<file path="src/common/ssp_regs.svh">
/*
  Register offsets, field positions, reset values and bit counts of the
  synchronous slave serial port. Assumes an 8-bit register port with a
  3-bit word address.
*/
`ifndef SSP_REGS_SVH
`define SSP_REGS_SVH
// =====================================================================
// offsets
`define SSP_OFS_TSC 3'h0
`define SSP_OFS_RSC 3'h1
`define SSP_OFS_BCON 3'h2
`define SSP_OFS_THR 3'h3
`define SSP_OFS_RDR 3'h4
`define SSP_OFS_BAUDLO 3'h5
`define SSP_OFS_BAUDHI 3'h6
`define SSP_OFS_INT 3'h7
// =====================================================================
// transmit_status_control fields
`define SSP_TSC_CLKSRC 7
`define SSP_TSC_NINE 6
`define SSP_TSC_TRANSMIT_ENABLE 5
`define SSP_TSC_SYNC 4
`define SSP_TSC_BREAK 3
`define SSP_TSC_HBAUD 2
`define SSP_TSC_EMPTY 1
`define SSP_TSC_TX9BIT 0
// receive_status_control fields
`define SSP_RSC_PEN 7
`define SSP_RSC_NINE 6
`define SSP_RSC_SRX 5
`define SSP_RSC_CRX 4
`define SSP_RSC_ADET 3
`define SSP_RSC_FRAME 2
`define SSP_RSC_OVR 1
`define SSP_RSC_RX9BIT 0
// baud_control fields
`define SSP_BCON_ABOVF 7
`define SSP_BCON_IDLE 6
`define SSP_BCON_POL 4
`define SSP_BCON_WIDE 3
`define SSP_BCON_WAKE 1
`define SSP_BCON_AUTO 0
// interrupt control fields
`define SSP_INT_GLOBAL 7
`define SSP_INT_PIE 6
`define SSP_INT_RXIE 5
`define SSP_INT_TXIE 4
`define SSP_INT_RXIF 1
`define SSP_INT_TXIF 0
// =====================================================================
// writable masks and reset values
`define SSP_TSC_WMASK 8'hFD
`define SSP_RSC_WMASK 8'hF8
`define SSP_BCON_WMASK 8'h9B
`define SSP_INT_WMASK 8'hF0
`define SSP_TSC_RST 8'h02
`define SSP_RSC_RST 8'h00
`define SSP_BCON_RST 8'h40
`define SSP_INT_RST 8'h00
// =====================================================================
// bit counts
`define SSP_OVS_LAST 4'hF
`define SSP_OVS_MID 4'h7
`define SSP_BREAK_BITS 4'hC
`define SSP_BITS8 4'h8
`define SSP_BITS9 4'h9
`define SSP_AB_EDGES 3'h4
`endif

</file>
<file path="src/common/ssp_pkg.sv">
/*
  Types of the synchronous slave serial port.
  Assumes nothing of its surroundings.
*/
`default_nettype none
package ssp_pkg;
  typedef enum logic [1:0] {
    TX_IDLE = 2'b00,
    TX_START = 2'b01,
    TX_DATA = 2'b11,
    TX_STOP = 2'b10
  } ssp_tx_state_t;
endpackage
`default_nettype wire

</file>
<file path="src/core/ssp_core.sv">
/*
  Serial port with synchronous slave, synchronous master and asynchronous
  transmit/receive, two-word receive buffer, sleep operation and auto-baud.
  Assumes REF_CLK much faster than the link clock, SLEEP driven from the
  same clock, and the pin wires resolved outside from the enables.
*/
// Contract
// (RL1) clock source bit picks external or internal clock
// (RL2) slave receive uses continuous enable only
// (RL3) receive enables override transmit in sync
// (RL4) only sync slave keeps shifting asleep
// (RL5) asleep, received word sets receive flag
// (RL6) wake resumes; global enable also vectors
// (RL7) asleep, holding moves to shifter, sets flag
// (RL8) holding write clears transmit flag
// (RL9) master supplies clock and receive data
// (RL10) holding write starts slave transmission
// (RL11) nine-bit select adds ninth transmit bit
// (RL12) nine-bit receive presents ninth bit
// (RL13) port enable low holds port reset
// (RL14) overrun clears via continuous enable or port
// (RL15) shift empty status, resets to one
// (RL16) polarity sets clock or line idle
// (RL17) wide select gives 16-bit baud counter
// (RL18) break: start, twelve zeros, stop, self-clears
// (RL19) address detect filters nine-bit characters
// (RL20) wake on edge, self-clears on rise
// (RL21) auto-baud measures sync field, flags overflow
// (RL22) receive idle status, resets to one
// (RL23) data changes leading, valid trailing edge
// (RL24) two-word buffer, third sets overrun
// (RL25) unimplemented bits read zero
`include "ssp_regs.svh"
`default_nettype none
module ssp_core (
  input wire logic REF_CLK,
  input wire logic RSTN,
  input wire logic [2:0] ADDR,
  input wire logic [7:0] WDATA,
  input wire logic WR,
  input wire logic RD,
  output logic [7:0] RDATA,
  input wire logic SLEEP,
  input wire logic CK_IN,
  output logic CK_OUT,
  output logic CK_OE,
  input wire logic DT_IN,
  output logic DT_OUT,
  output logic DT_OE,
  output logic WAKE,
  output logic IRQ
);
  import ssp_pkg::*;

  function automatic logic [3:0] f_nbits(input logic nine);
    f_nbits = nine ? `SSP_BITS9 : `SSP_BITS8;
  endfunction

  // lsb-first shifting into bit 8 leaves an 8-bit word in [8:1]
  function automatic logic [8:0] f_word(input logic [8:0] sr, input logic nine);
    f_word = nine ? sr : {1'b0, sr[8:1]};
  endfunction

  logic [7:0] tsc_q, rsc_q, bcon_q, int_q, rdata_q;
  logic [15:0] brg_q, bcnt_q;
  logic [1:0] pre_q;
  logic ck_s1_q, ck_s2_q, dt_s1_q, dt_s2_q, lvl_prev_q, dt_prev_q;
  logic mck_q, ck_out_q, ck_oe_q, dt_out_q, dt_oe_q, wake_q, irq_q;
  ssp_tx_state_t tst_q;
  logic [8:0] tsr_q, thr_q, rsr_q, f0_q, f1_q, pword_q;
  logic [3:0] tcnt_q, atick_q, rcnt_q, osc_q;
  logic thr_full_q, empty_q, dt_q, atx_q, brk_q;
  logic arx_act_q, push_q, pferr_q, framing_error_flag_q, overrun_flag_q, wedge_q;
  logic [1:0] fcnt_q;
  logic ab_act_q;
  logic [2:0] ab_n_q;
  logic [22:0] ab_cnt_q;

  // =====================================================================
  // decoded controls
  logic clksrc, sync, transmit_enable, pen, crx, srx, clock_polarity, wide, master, slave, en;
  logic tick, lvl, lead, trail, fall_dt, rise_dt, tx_mode, rx_mode;
  logic bit_tick, brk_done, ab_done, rxif, txif;
  logic wr_tsc, wr_rsc, wr_bcon, wr_thr, wr_int, rd_rdr;
  logic [1:0] pre_top;
  assign clksrc = tsc_q[`SSP_TSC_CLKSRC];
  assign sync = tsc_q[`SSP_TSC_SYNC];
  assign transmit_enable = tsc_q[`SSP_TSC_TRANSMIT_ENABLE];
  assign pen = rsc_q[`SSP_RSC_PEN];
  assign crx = rsc_q[`SSP_RSC_CRX];
  assign srx = rsc_q[`SSP_RSC_SRX];
  assign clock_polarity = bcon_q[`SSP_BCON_POL];
  assign wide = bcon_q[`SSP_BCON_WIDE];
  assign master = sync & clksrc;
  assign slave = sync & ~clksrc;
  assign en = ~SLEEP | slave; // RL4
  assign wr_tsc = WR & (ADDR == `SSP_OFS_TSC);
  assign wr_rsc = WR & (ADDR == `SSP_OFS_RSC);
  assign wr_bcon = WR & (ADDR == `SSP_OFS_BCON);
  assign wr_thr = WR & (ADDR == `SSP_OFS_THR);
  assign wr_int = WR & (ADDR == `SSP_OFS_INT);
  assign rd_rdr = RD & (ADDR == `SSP_OFS_RDR);
  assign tx_mode = pen & sync & transmit_enable & ~(srx | crx); // RL3
  assign rx_mode = pen & sync & (slave ? crx : (crx | srx)); // RL2
  assign lvl = master ? mck_q : ck_s2_q; // RL1
  assign lead = (lvl != lvl_prev_q) & (lvl_prev_q == clock_polarity); // RL16
  assign trail = (lvl != lvl_prev_q) & (lvl == clock_polarity);
  assign fall_dt = dt_prev_q & ~dt_s2_q;
  assign rise_dt = ~dt_prev_q & dt_s2_q;
  assign bit_tick = tick & (atick_q == `SSP_OVS_LAST);
  assign brk_done = (tst_q == TX_STOP) & bit_tick & brk_q;
  assign ab_done = ab_act_q & fall_dt & ((ab_n_q + 3'h1) == `SSP_AB_EDGES);
  assign rxif = (fcnt_q != 2'h0) | wedge_q;
  assign txif = ~thr_full_q; // RL8
  assign pre_top = sync ? 2'h1 : (tsc_q[`SSP_TSC_HBAUD] ? 2'h0 : 2'h3);
  assign tick = ~SLEEP & pen & (bcnt_q == 16'h0000) & (pre_q == pre_top);

  // =====================================================================
  // registers
  always_ff @(posedge REF_CLK or negedge RSTN)
    if (!RSTN)
      tsc_q <= `SSP_TSC_RST;
    else if (wr_tsc)
      tsc_q <= WDATA & `SSP_TSC_WMASK; // RL25
    else if (brk_done)
      tsc_q[`SSP_TSC_BREAK] <= 1'b0; // RL18

  always_ff @(posedge REF_CLK or negedge RSTN)
    if (!RSTN)
      rsc_q <= `SSP_RSC_RST;
    else if (wr_rsc)
      rsc_q <= WDATA & `SSP_RSC_WMASK;
    else if (master & srx & push_q)
      rsc_q[`SSP_RSC_SRX] <= 1'b0;

  always_ff @(posedge REF_CLK or negedge RSTN)
    if (!RSTN)
      bcon_q <= `SSP_BCON_RST;
    else
    begin
      if (wr_bcon)
        bcon_q <= WDATA & `SSP_BCON_WMASK;
      if (wedge_q & rise_dt & ~sync)
        bcon_q[`SSP_BCON_WAKE] <= 1'b0; // RL20
      if (ab_done)
        bcon_q[`SSP_BCON_AUTO] <= 1'b0; // RL21
      if (ab_act_q & (&ab_cnt_q))
        bcon_q[`SSP_BCON_ABOVF] <= 1'b1; // RL21
    end

  always_ff @(posedge REF_CLK or negedge RSTN)
    if (!RSTN)
      int_q <= `SSP_INT_RST;
    else if (wr_int)
      int_q <= WDATA & `SSP_INT_WMASK;

  always_ff @(posedge REF_CLK or negedge RSTN)
    if (!RSTN)
      brg_q <= 16'h0000;
    else if (ab_done)
      brg_q <= ab_cnt_q[22:7];
    else if (WR & (ADDR == `SSP_OFS_BAUDLO))
      brg_q[7:0] <= WDATA;
    else if (WR & (ADDR == `SSP_OFS_BAUDHI))
      brg_q[15:8] <= WDATA;

  always_ff @(posedge REF_CLK or negedge RSTN)
    if (!RSTN)
      rdata_q <= 8'h00;
    else if (RD)
      case (ADDR)
        `SSP_OFS_TSC: rdata_q <= {tsc_q[7:2], empty_q, tsc_q[0]}; // RL15
        `SSP_OFS_RSC: rdata_q <= {rsc_q[7:3], framing_error_flag_q, overrun_flag_q, f0_q[8]}; // RL12
        `SSP_OFS_BCON: rdata_q <= {bcon_q[7], ~arx_act_q, bcon_q[5:0]}; // RL22
        `SSP_OFS_RDR: rdata_q <= f0_q[7:0];
        `SSP_OFS_BAUDLO: rdata_q <= brg_q[7:0];
        `SSP_OFS_BAUDHI: rdata_q <= brg_q[15:8];
        `SSP_OFS_INT: rdata_q <= {int_q[7:4], 2'b00, rxif, txif};
        default: rdata_q <= 8'h00;
      endcase

  // =====================================================================
  // baud generator; a baud register write restarts the count
  always_ff @(posedge REF_CLK or negedge RSTN)
    if (!RSTN)
    begin
      bcnt_q <= 16'h0000;
      pre_q <= 2'h0;
    end
    else if (!pen | (WR & ((ADDR == `SSP_OFS_BAUDLO) | (ADDR == `SSP_OFS_BAUDHI))))
    begin
      bcnt_q <= 16'h0000;
      pre_q <= 2'h0;
    end
    else if (!SLEEP)
    begin
      if (bcnt_q != 16'h0000)
        bcnt_q <= bcnt_q - 16'h0001;
      else
      begin
        bcnt_q <= wide ? brg_q : {8'h00, brg_q[7:0]}; // RL17
        pre_q <= (pre_q == pre_top) ? 2'h0 : pre_q + 2'h1;
      end
    end

  // =====================================================================
  // pin synchronisers and master clock
  always_ff @(posedge REF_CLK or negedge RSTN)
    if (!RSTN)
    begin
      ck_s1_q <= 1'b0;
      ck_s2_q <= 1'b0;
      dt_s1_q <= 1'b1;
      dt_s2_q <= 1'b1;
      lvl_prev_q <= 1'b0;
      dt_prev_q <= 1'b1;
    end
    else
    begin
      ck_s1_q <= CK_IN;
      ck_s2_q <= ck_s1_q;
      dt_s1_q <= DT_IN;
      dt_s2_q <= dt_s1_q;
      lvl_prev_q <= lvl;
      dt_prev_q <= dt_s2_q;
    end

  // clock pauses at its idle level when there is nothing to move
  always_ff @(posedge REF_CLK or negedge RSTN)
    if (!RSTN)
      mck_q <= 1'b0;
    else if (!master | !((tst_q == TX_DATA) | rx_mode))
      mck_q <= clock_polarity;
    else if (tick)
      mck_q <= ~mck_q; // RL1
  // =====================================================================
  // transmitter
  always_ff @(posedge REF_CLK or negedge RSTN)
    if (!RSTN)
    begin
      tst_q <= TX_IDLE;
      tsr_q <= 9'h000;
      thr_q <= 9'h000;
      tcnt_q <= 4'h0;
      atick_q <= 4'h0;
      thr_full_q <= 1'b0;
      empty_q <= 1'b1;
      dt_q <= 1'b0;
      atx_q <= 1'b1;
      brk_q <= 1'b0;
    end
    else if (!pen)
    begin
      tst_q <= TX_IDLE; // RL13
      thr_full_q <= 1'b0;
      empty_q <= 1'b1;
      atx_q <= 1'b1;
      brk_q <= 1'b0;
    end
    else if (en)
    begin
      if ((tst_q == TX_IDLE) & thr_full_q & (sync ? tx_mode : transmit_enable))
      begin
        thr_full_q <= 1'b0; // RL7
        empty_q <= 1'b0;
        atick_q <= 4'h0;
        brk_q <= ~sync & tsc_q[`SSP_TSC_BREAK]; // RL18
        tsr_q <= (~sync & tsc_q[`SSP_TSC_BREAK]) ? 9'h000 : thr_q;
        if (sync)
        begin
          tst_q <= TX_DATA; // RL10
          tcnt_q <= f_nbits(tsc_q[`SSP_TSC_NINE]); // RL11
        end
        else
        begin
          tst_q <= TX_START;
          atx_q <= 1'b0;
          tcnt_q <= tsc_q[`SSP_TSC_BREAK] ? `SSP_BREAK_BITS : f_nbits(tsc_q[`SSP_TSC_NINE]);
        end
      end
      else if (sync & (tst_q == TX_DATA))
      begin
        if (lead & (tcnt_q != 4'h0))
        begin
          dt_q <= tsr_q[0]; // RL23
          tsr_q <= {1'b0, tsr_q[8:1]};
          tcnt_q <= tcnt_q - 4'h1;
        end
        else if (trail & (tcnt_q == 4'h0))
        begin
          tst_q <= TX_IDLE;
          empty_q <= 1'b1; // RL15
        end
      end
      else if (!sync & (tst_q != TX_IDLE) & tick)
      begin
        atick_q <= atick_q + 4'h1;
        if (bit_tick)
          case (tst_q)
            TX_START, TX_DATA:
              if (tcnt_q != 4'h0)
              begin
                tst_q <= TX_DATA;
                atx_q <= tsr_q[0];
                tsr_q <= {1'b0, tsr_q[8:1]};
                tcnt_q <= tcnt_q - 4'h1;
              end
              else
              begin
                tst_q <= TX_STOP;
                atx_q <= 1'b1;
              end
            TX_STOP:
            begin
              tst_q <= TX_IDLE;
              empty_q <= 1'b1;
              brk_q <= 1'b0;
            end
            default: tst_q <= TX_IDLE;
          endcase
      end
      if (wr_thr)
      begin
        thr_q <= {tsc_q[`SSP_TSC_TX9BIT], WDATA}; // RL10
        thr_full_q <= 1'b1; // RL8
      end
    end

  // =====================================================================
  // receiver: sync samples on the trailing edge, async mid-bit
  always_ff @(posedge REF_CLK or negedge RSTN)
    if (!RSTN)
    begin
      rsr_q <= 9'h000;
      rcnt_q <= 4'h0;
      osc_q <= 4'h0;
      arx_act_q <= 1'b0;
      push_q <= 1'b0;
      pword_q <= 9'h000;
      pferr_q <= 1'b0;
    end
    else
    begin
      push_q <= 1'b0;
      if (!pen | !en)
      begin
        rcnt_q <= pen ? rcnt_q : 4'h0; // RL13
        arx_act_q <= pen & arx_act_q;
      end
      else if (sync)
      begin
        arx_act_q <= 1'b0;
        if (!rx_mode)
          rcnt_q <= 4'h0; // partial word dropped
        else if (trail & ~overrun_flag_q) // RL24
        begin
          rsr_q <= {dt_s2_q, rsr_q[8:1]}; // RL9
          if (rcnt_q == f_nbits(rsc_q[`SSP_RSC_NINE]) - 4'h1)
          begin
            rcnt_q <= 4'h0;
            push_q <= 1'b1; // RL5
            pferr_q <= 1'b0;
            pword_q <= f_word({dt_s2_q, rsr_q[8:1]}, rsc_q[`SSP_RSC_NINE]); // RL12
          end
          else
            rcnt_q <= rcnt_q + 4'h1;
        end
      end
      else if (!arx_act_q)
      begin
        if (fall_dt & crx & ~bcon_q[`SSP_BCON_AUTO] & ~overrun_flag_q)
        begin
          arx_act_q <= 1'b1;
          osc_q <= 4'h0;
          rcnt_q <= 4'h0;
        end
      end
      else if (tick)
      begin
        osc_q <= osc_q + 4'h1;
        if (osc_q == `SSP_OVS_MID)
        begin
          rcnt_q <= rcnt_q + 4'h1;
          if ((rcnt_q == 4'h0) & dt_s2_q)
            arx_act_q <= 1'b0;
          else if (rcnt_q == f_nbits(rsc_q[`SSP_RSC_NINE]) + 4'h1)
          begin
            arx_act_q <= 1'b0;
            pferr_q <= ~dt_s2_q;
            pword_q <= f_word(rsr_q, rsc_q[`SSP_RSC_NINE]);
            push_q <= ~(rsc_q[`SSP_RSC_NINE] & rsc_q[`SSP_RSC_ADET]) |
                      rsr_q[8]; // RL19
          end
          else if (rcnt_q != 4'h0)
            rsr_q <= {dt_s2_q, rsr_q[8:1]};
        end
      end
    end

  // =====================================================================
  // two-word receive buffer
  always_ff @(posedge REF_CLK or negedge RSTN)
    if (!RSTN)
    begin
      f0_q <= 9'h000;
      f1_q <= 9'h000;
      fcnt_q <= 2'h0;
      framing_error_flag_q <= 1'b0;
    end
    else if (!pen)
      fcnt_q <= 2'h0;
    else if (rd_rdr & (fcnt_q != 2'h0))
    begin
      f0_q <= (push_q & ~overrun_flag_q & (fcnt_q == 2'h1)) ? pword_q : f1_q;
      if (!(push_q & ~overrun_flag_q))
        fcnt_q <= fcnt_q - 2'h1;
      else if (fcnt_q == 2'h2)
        f1_q <= pword_q;
      if (push_q & ~overrun_flag_q)
        framing_error_flag_q <= pferr_q;
    end
    else if (push_q & ~overrun_flag_q & (fcnt_q != 2'h2)) // RL24
    begin
      if (fcnt_q == 2'h0)
        f0_q <= pword_q;
      else
        f1_q <= pword_q;
      fcnt_q <= fcnt_q + 2'h1;
      framing_error_flag_q <= pferr_q;
    end

  // set wins over every clear
  always_ff @(posedge REF_CLK or negedge RSTN)
    if (!RSTN)
      overrun_flag_q <= 1'b0;
    else if (push_q & (fcnt_q == 2'h2) & ~rd_rdr)
      overrun_flag_q <= 1'b1; // RL24
    else if (!pen | !crx | (rd_rdr & srx))
      overrun_flag_q <= 1'b0; // RL14

  always_ff @(posedge REF_CLK or negedge RSTN)
    if (!RSTN)
      wedge_q <= 1'b0;
    else if (pen & ~sync & bcon_q[`SSP_BCON_WAKE] & fall_dt)
      wedge_q <= 1'b1; // RL20
    else if (rd_rdr | !pen)
      wedge_q <= 1'b0;

  // =====================================================================
  // auto-baud: first to fifth falling edge of the sync field is 8 bits
  always_ff @(posedge REF_CLK or negedge RSTN)
    if (!RSTN)
    begin
      ab_act_q <= 1'b0;
      ab_n_q <= 3'h0;
      ab_cnt_q <= 23'h000000;
    end
    else if (!pen | sync | ~bcon_q[`SSP_BCON_AUTO] | ab_done | (&ab_cnt_q))
      ab_act_q <= 1'b0;
    else if (!ab_act_q)
    begin
      if (fall_dt)
      begin
        ab_act_q <= 1'b1; // RL21
        ab_n_q <= 3'h0;
        ab_cnt_q <= 23'h000000;
      end
    end
    else
    begin
      ab_cnt_q <= ab_cnt_q + 23'h000001;
      if (fall_dt)
        ab_n_q <= ab_n_q + 3'h1;
    end

  // =====================================================================
  // pins and wake-up outputs
  always_ff @(posedge REF_CLK or negedge RSTN)
    if (!RSTN)
    begin
      ck_out_q <= 1'b0;
      ck_oe_q <= 1'b0;
      dt_out_q <= 1'b0;
      dt_oe_q <= 1'b0;
      wake_q <= 1'b0;
      irq_q <= 1'b0;
    end
    else
    begin
      ck_out_q <= sync ? mck_q : (atx_q ^ clock_polarity); // RL16
      ck_oe_q <= pen & (sync ? clksrc : transmit_enable); // RL13
      dt_out_q <= dt_q;
      dt_oe_q <= tx_mode;
      wake_q <= int_q[`SSP_INT_PIE] &
                ((rxif & int_q[`SSP_INT_RXIE]) | (txif & int_q[`SSP_INT_TXIE])); // RL6
      irq_q <= int_q[`SSP_INT_GLOBAL] & int_q[`SSP_INT_PIE] &
               ((rxif & int_q[`SSP_INT_RXIE]) | (txif & int_q[`SSP_INT_TXIE])); // RL6
    end

  assign RDATA = rdata_q;
  assign CK_OUT = ck_out_q;
  assign CK_OE = ck_oe_q;
  assign DT_OUT = dt_out_q;
  assign DT_OE = dt_oe_q;
  assign WAKE = wake_q;
  assign IRQ = irq_q;
endmodule
`default_nettype wire

</file>
<file path="config.mk">
export PLATFORM = sky130hd
export DESIGN_NAME = ssp_core
export DESIGN_NICKNAME = d
export VERILOG_FILES = /design/src/common/ssp_pkg.sv /design/src/core/ssp_core.sv
export VERILOG_INCLUDE_DIRS = /design/src /design/src/common
export SDC_FILE = /design/constraint.sdc
export NUM_CORES = 1
export LEC_CHECK = 0
export BUFFER_PORTS_ARGS = -buffer_cell sky130_fd_sc_hd__clkbuf_2
export CAP_MARGIN = 20
export CELL_PAD_IN_SITES_DETAIL_PLACEMENT = 1
export CELL_PAD_IN_SITES_GLOBAL_PLACEMENT = 1
export CORE_MARGIN = 1.5
export CORE_UTILIZATION = 40
export DETAILED_ROUTE_END_ITERATION = 8
export GPL_TIMING_DRIVEN = 0
export PLACE_DENSITY_LB_ADDON = 0.1
export SYNTH_ARGS = -nofsm -noshare
export SYNTH_HDL_FRONTEND = slang
export SYNTH_SLANG_ARGS = --single-unit
</file>
<file path="constraint.sdc">
create_clock -name REF_CLK -period 3 [get_ports REF_CLK]
set_clock_uncertainty 0.1 [all_clocks]
set_input_delay 0.9 -clock REF_CLK [delete_from_list [all_inputs] [get_ports REF_CLK]]
set_output_delay 0.9 -clock REF_CLK [all_outputs]
set_load 0.05 [all_outputs]
</file>
==> results.ini <==
[outcome]
status = completed

[grt]
antenna_found_initial = 0
grt_pass1_vias = 8401
grt-ovfl-total = 0
grtUsageTotal_pct = 24.34
grt_pass1_wl_um = 48540
grt_max_degree = 106

[route]
vias_per_cell = 5.757
drt-total-wl_um = 30090
drt-pass1-iter-count = 6
avgRoutedWirePerCell_um = 21.34
ant_nets = 0
drc = 0
via_count = 8117
initialDrtViolationCount = 519

[timing]
fin_ws_ns = 0.06691
clock.fmax_mhz = 340.9
period_share_pct = 97.77
finalHoldViolCount = 0
tightest_slew_ns = 1.148
finalSetupTns_ns = 0
holdWs_ns = 0.2637
slew_viol_final = 0
period_needed_ns = 2.933
slew_headroom_pct = 22.89
setup_viol_count_final = 0

[logic_synthesis]
synth_area_leaders = dfrtp_1 (46%), mux2_2 (7.0%), mux2i_1 (4.5%)
synth_cell_types = 79
yosysSeqAreaShare_pct = 47.45
yosysMostFrequentCell = dfrtp_1
synth_nets = 1046
synth-async-reset-ratio_pct = 100.0
ys.flop_type = dfrtp_1
yosys.area.top_type = dfrtp_1
synth_top_area_share_pct = 46.12
syn_inst = 1015
synth_area_per_cell_um2 = 9.782
synth-seq-cells = 188
synth.top_cells.by_count = dfrtp_1 (183), nor2_1 (105), nand2_1 (87)
syn_area_mm2 = 0.009928
synth_edf_count = 0
ys_warn_count = 0

[worst_hold_path]
hold_start = ck_s1_q
worstHoldPathType = reg2reg
whs_endpoint = ck_s2_q
whs_path_depth = 0

[setup_path]
critPathMaxStageDelay_ns = 0.44
cp_max_fo = 10
r2r_end = pword_q[7]
start_kind = flop
critical_path_class = reg2reg
end_kind = flop
worstPathArrival_ns = 3.15
worstReg2RegStart = bcnt_q[0]
r2r_cells = 10
ff2ff_setup_slack_ns = 0.07
required_ns = 3.22
crit_chain = inv_1 > ha_1 > nor2b_1 > nand4_1 > buf_2 > a2111oi_2 > nand3_1 > a21oi_4 > buf_12 > mux2_2
cp_slowest_cell = dfrtp_1

[power]
p_clk_share_pct = 29.0
p_per_area_mw_per_mm2 = 750.2
sequentialPowerShare_pct = 37.8
power_frac_comb_pct = 33.1
switchingPower_mw = 3.269
p_int_mw = 5.238
ir_worst_vdd_v = 0.0003619
swShare_pct = 38.43
power.leakage_nw = 4.995
total_power_mw = 8.508

[clock_network]
root_buffer = clkbuf_16
clock_path_buffers = 2
cts_tree = yes
clk_latency_ns = 0.44
cts_hold_buffers = 0
cts_max_level = 4
cts_num_sinks = 188
cts-buffers-inserted = 17
clk_pin_slew_worst_paths_ns = 0.07

[floorplan]
die_w_um = 160.5
die_area_mm2 = 0.02577
rows = 57
io_pins = 32
coreArea_mm2 = 0.02432
initial_utilization_pct = 40.82
die_height_um = 160.5

[layout]
drive_gt1_share_pct = 16.31
finalNonFillerCells = 1410
final_core_util_pct = 46.63
nNetsFinal = 1103
fin_area_mm2 = 0.01134
syn2layout_area_growth_pct = 14.23

[place]
io_buffers = 26
post-place-cells = 1367
routabilityCongestion = 0.8286
dpl.hpwl_um = 21700
dp_slack_ns = -0.6854
place_area_mm2 = 0.01052

[run]
maxCapViolations = 0

flip-flops by register name (all words and copies together), names as in the netlist, 3 cells and up:
signal and count:
RDATA 8, ab_cnt_q 23, ab_n_q 3, atick_q 4, bcnt_q 16, bcon_q 5
brg_q 16, f0_q 9, f1_q 9, int_q 4, osc_q 4, pword_q 9
rcnt_q 4, rsc_q 5, rsr_q 9, tcnt_q 4, thr_q 9, tsc_q 7
tsr_q 9
final cells by class:
type	count	area [um2]
clock inverters	12	175.2
diodes	1	2.502
flip-flops and latches	188	4711
repair buffers	40	271.5
fillers	2751	12980
clock buffers	20	456.7
inverters	32	121.4
plain buffers	52	221.5
well taps	324	405.4
multi-input cells	741	4976
cells by family after synthesis:
| kind of cell | synth area share (%) |
|---|---|
| buffers and inverters | 3.415 |
| AOI/OAI and AO/OA | 14.80 |
| xor gates and xnor gates | 2.205 |
| adders and majority gates | 1.638 |
| DFF | 47.45 |
| and+or+nand+nor | 18.25 |
| muxes | 12.25 |
how the worst max path moves through the flow:
stage,start,end,slack [ns]
after CTS,SLEEP,tsr_q[1],0.008
after detailed placement,SLEEP,pferr_q,-0.69
after global placement,RSTN,rsr_q[2],-2.88
after floorplan,SLEEP,rsr_q[0],0.04
final,bcnt_q[0],pword_q[7],0.07
after global routing,SLEEP,tcnt_q[0],-0.006
metal layers:
metal,share of wire [%],track usage [%]
met5,0,0
met4,1.1,5.225
met3,3.2,3.073
met2,46,38.55
met1,50,35.67
repair_timing:
item | 4_1_cts | 5_1_grt
gates resized for setup | 15 | 13
buffers inserted | 3 | 8
setup endpoints to repair | 85 | 71
pin swaps | 4 | 4
cell usage in the layout, fill, tap and decap left out, types with 8 or more instances in the layout:
master	n
and4_1	8
xnor2_1	8
nor2b_1	17
a21oi_1	63
buf_4	10
mux2_2	62
xor2_1	17
dfrtp_1	183
clkbuf_16	17
nand4_1	17
o21ai_0	70
ha_1	13
mux2i_1	45
nand2_1	87
nor2_1	105
clkbuf_2	29
clkbuf_1	39
inv_1	31
a31oi_1	18
and3_1	13
nor3_1	19
nand3_1	36
nand2b_1	8
power by group through the flow:
stage	combinational, mW	sequential (mW)	clock (mW)
floorplan	1.70	3.21	0
global placement	2.59	3.23	0
finish	2.82	3.22	2.47
global route	3.08	3.27	2.63
CTS	2.71	3.19	2.54
detailed placement	2.62	3.23	0
critical path: cells and delay by family, from the launching register on:
family | cells | cell delay [ns]
multiplexers | 1 | 0.34
flip-flops | 1 | 0.44
buffers and inverters | 3 | 0.57
adder cells (fa/ha/maj) | 1 | 0.15
AND/OR/NAND/NOR | 3 | 0.66
AO/OA/AOI/OAI | 2 | 0.56
No activity file was read; power rests on OpenSTA's default activity.
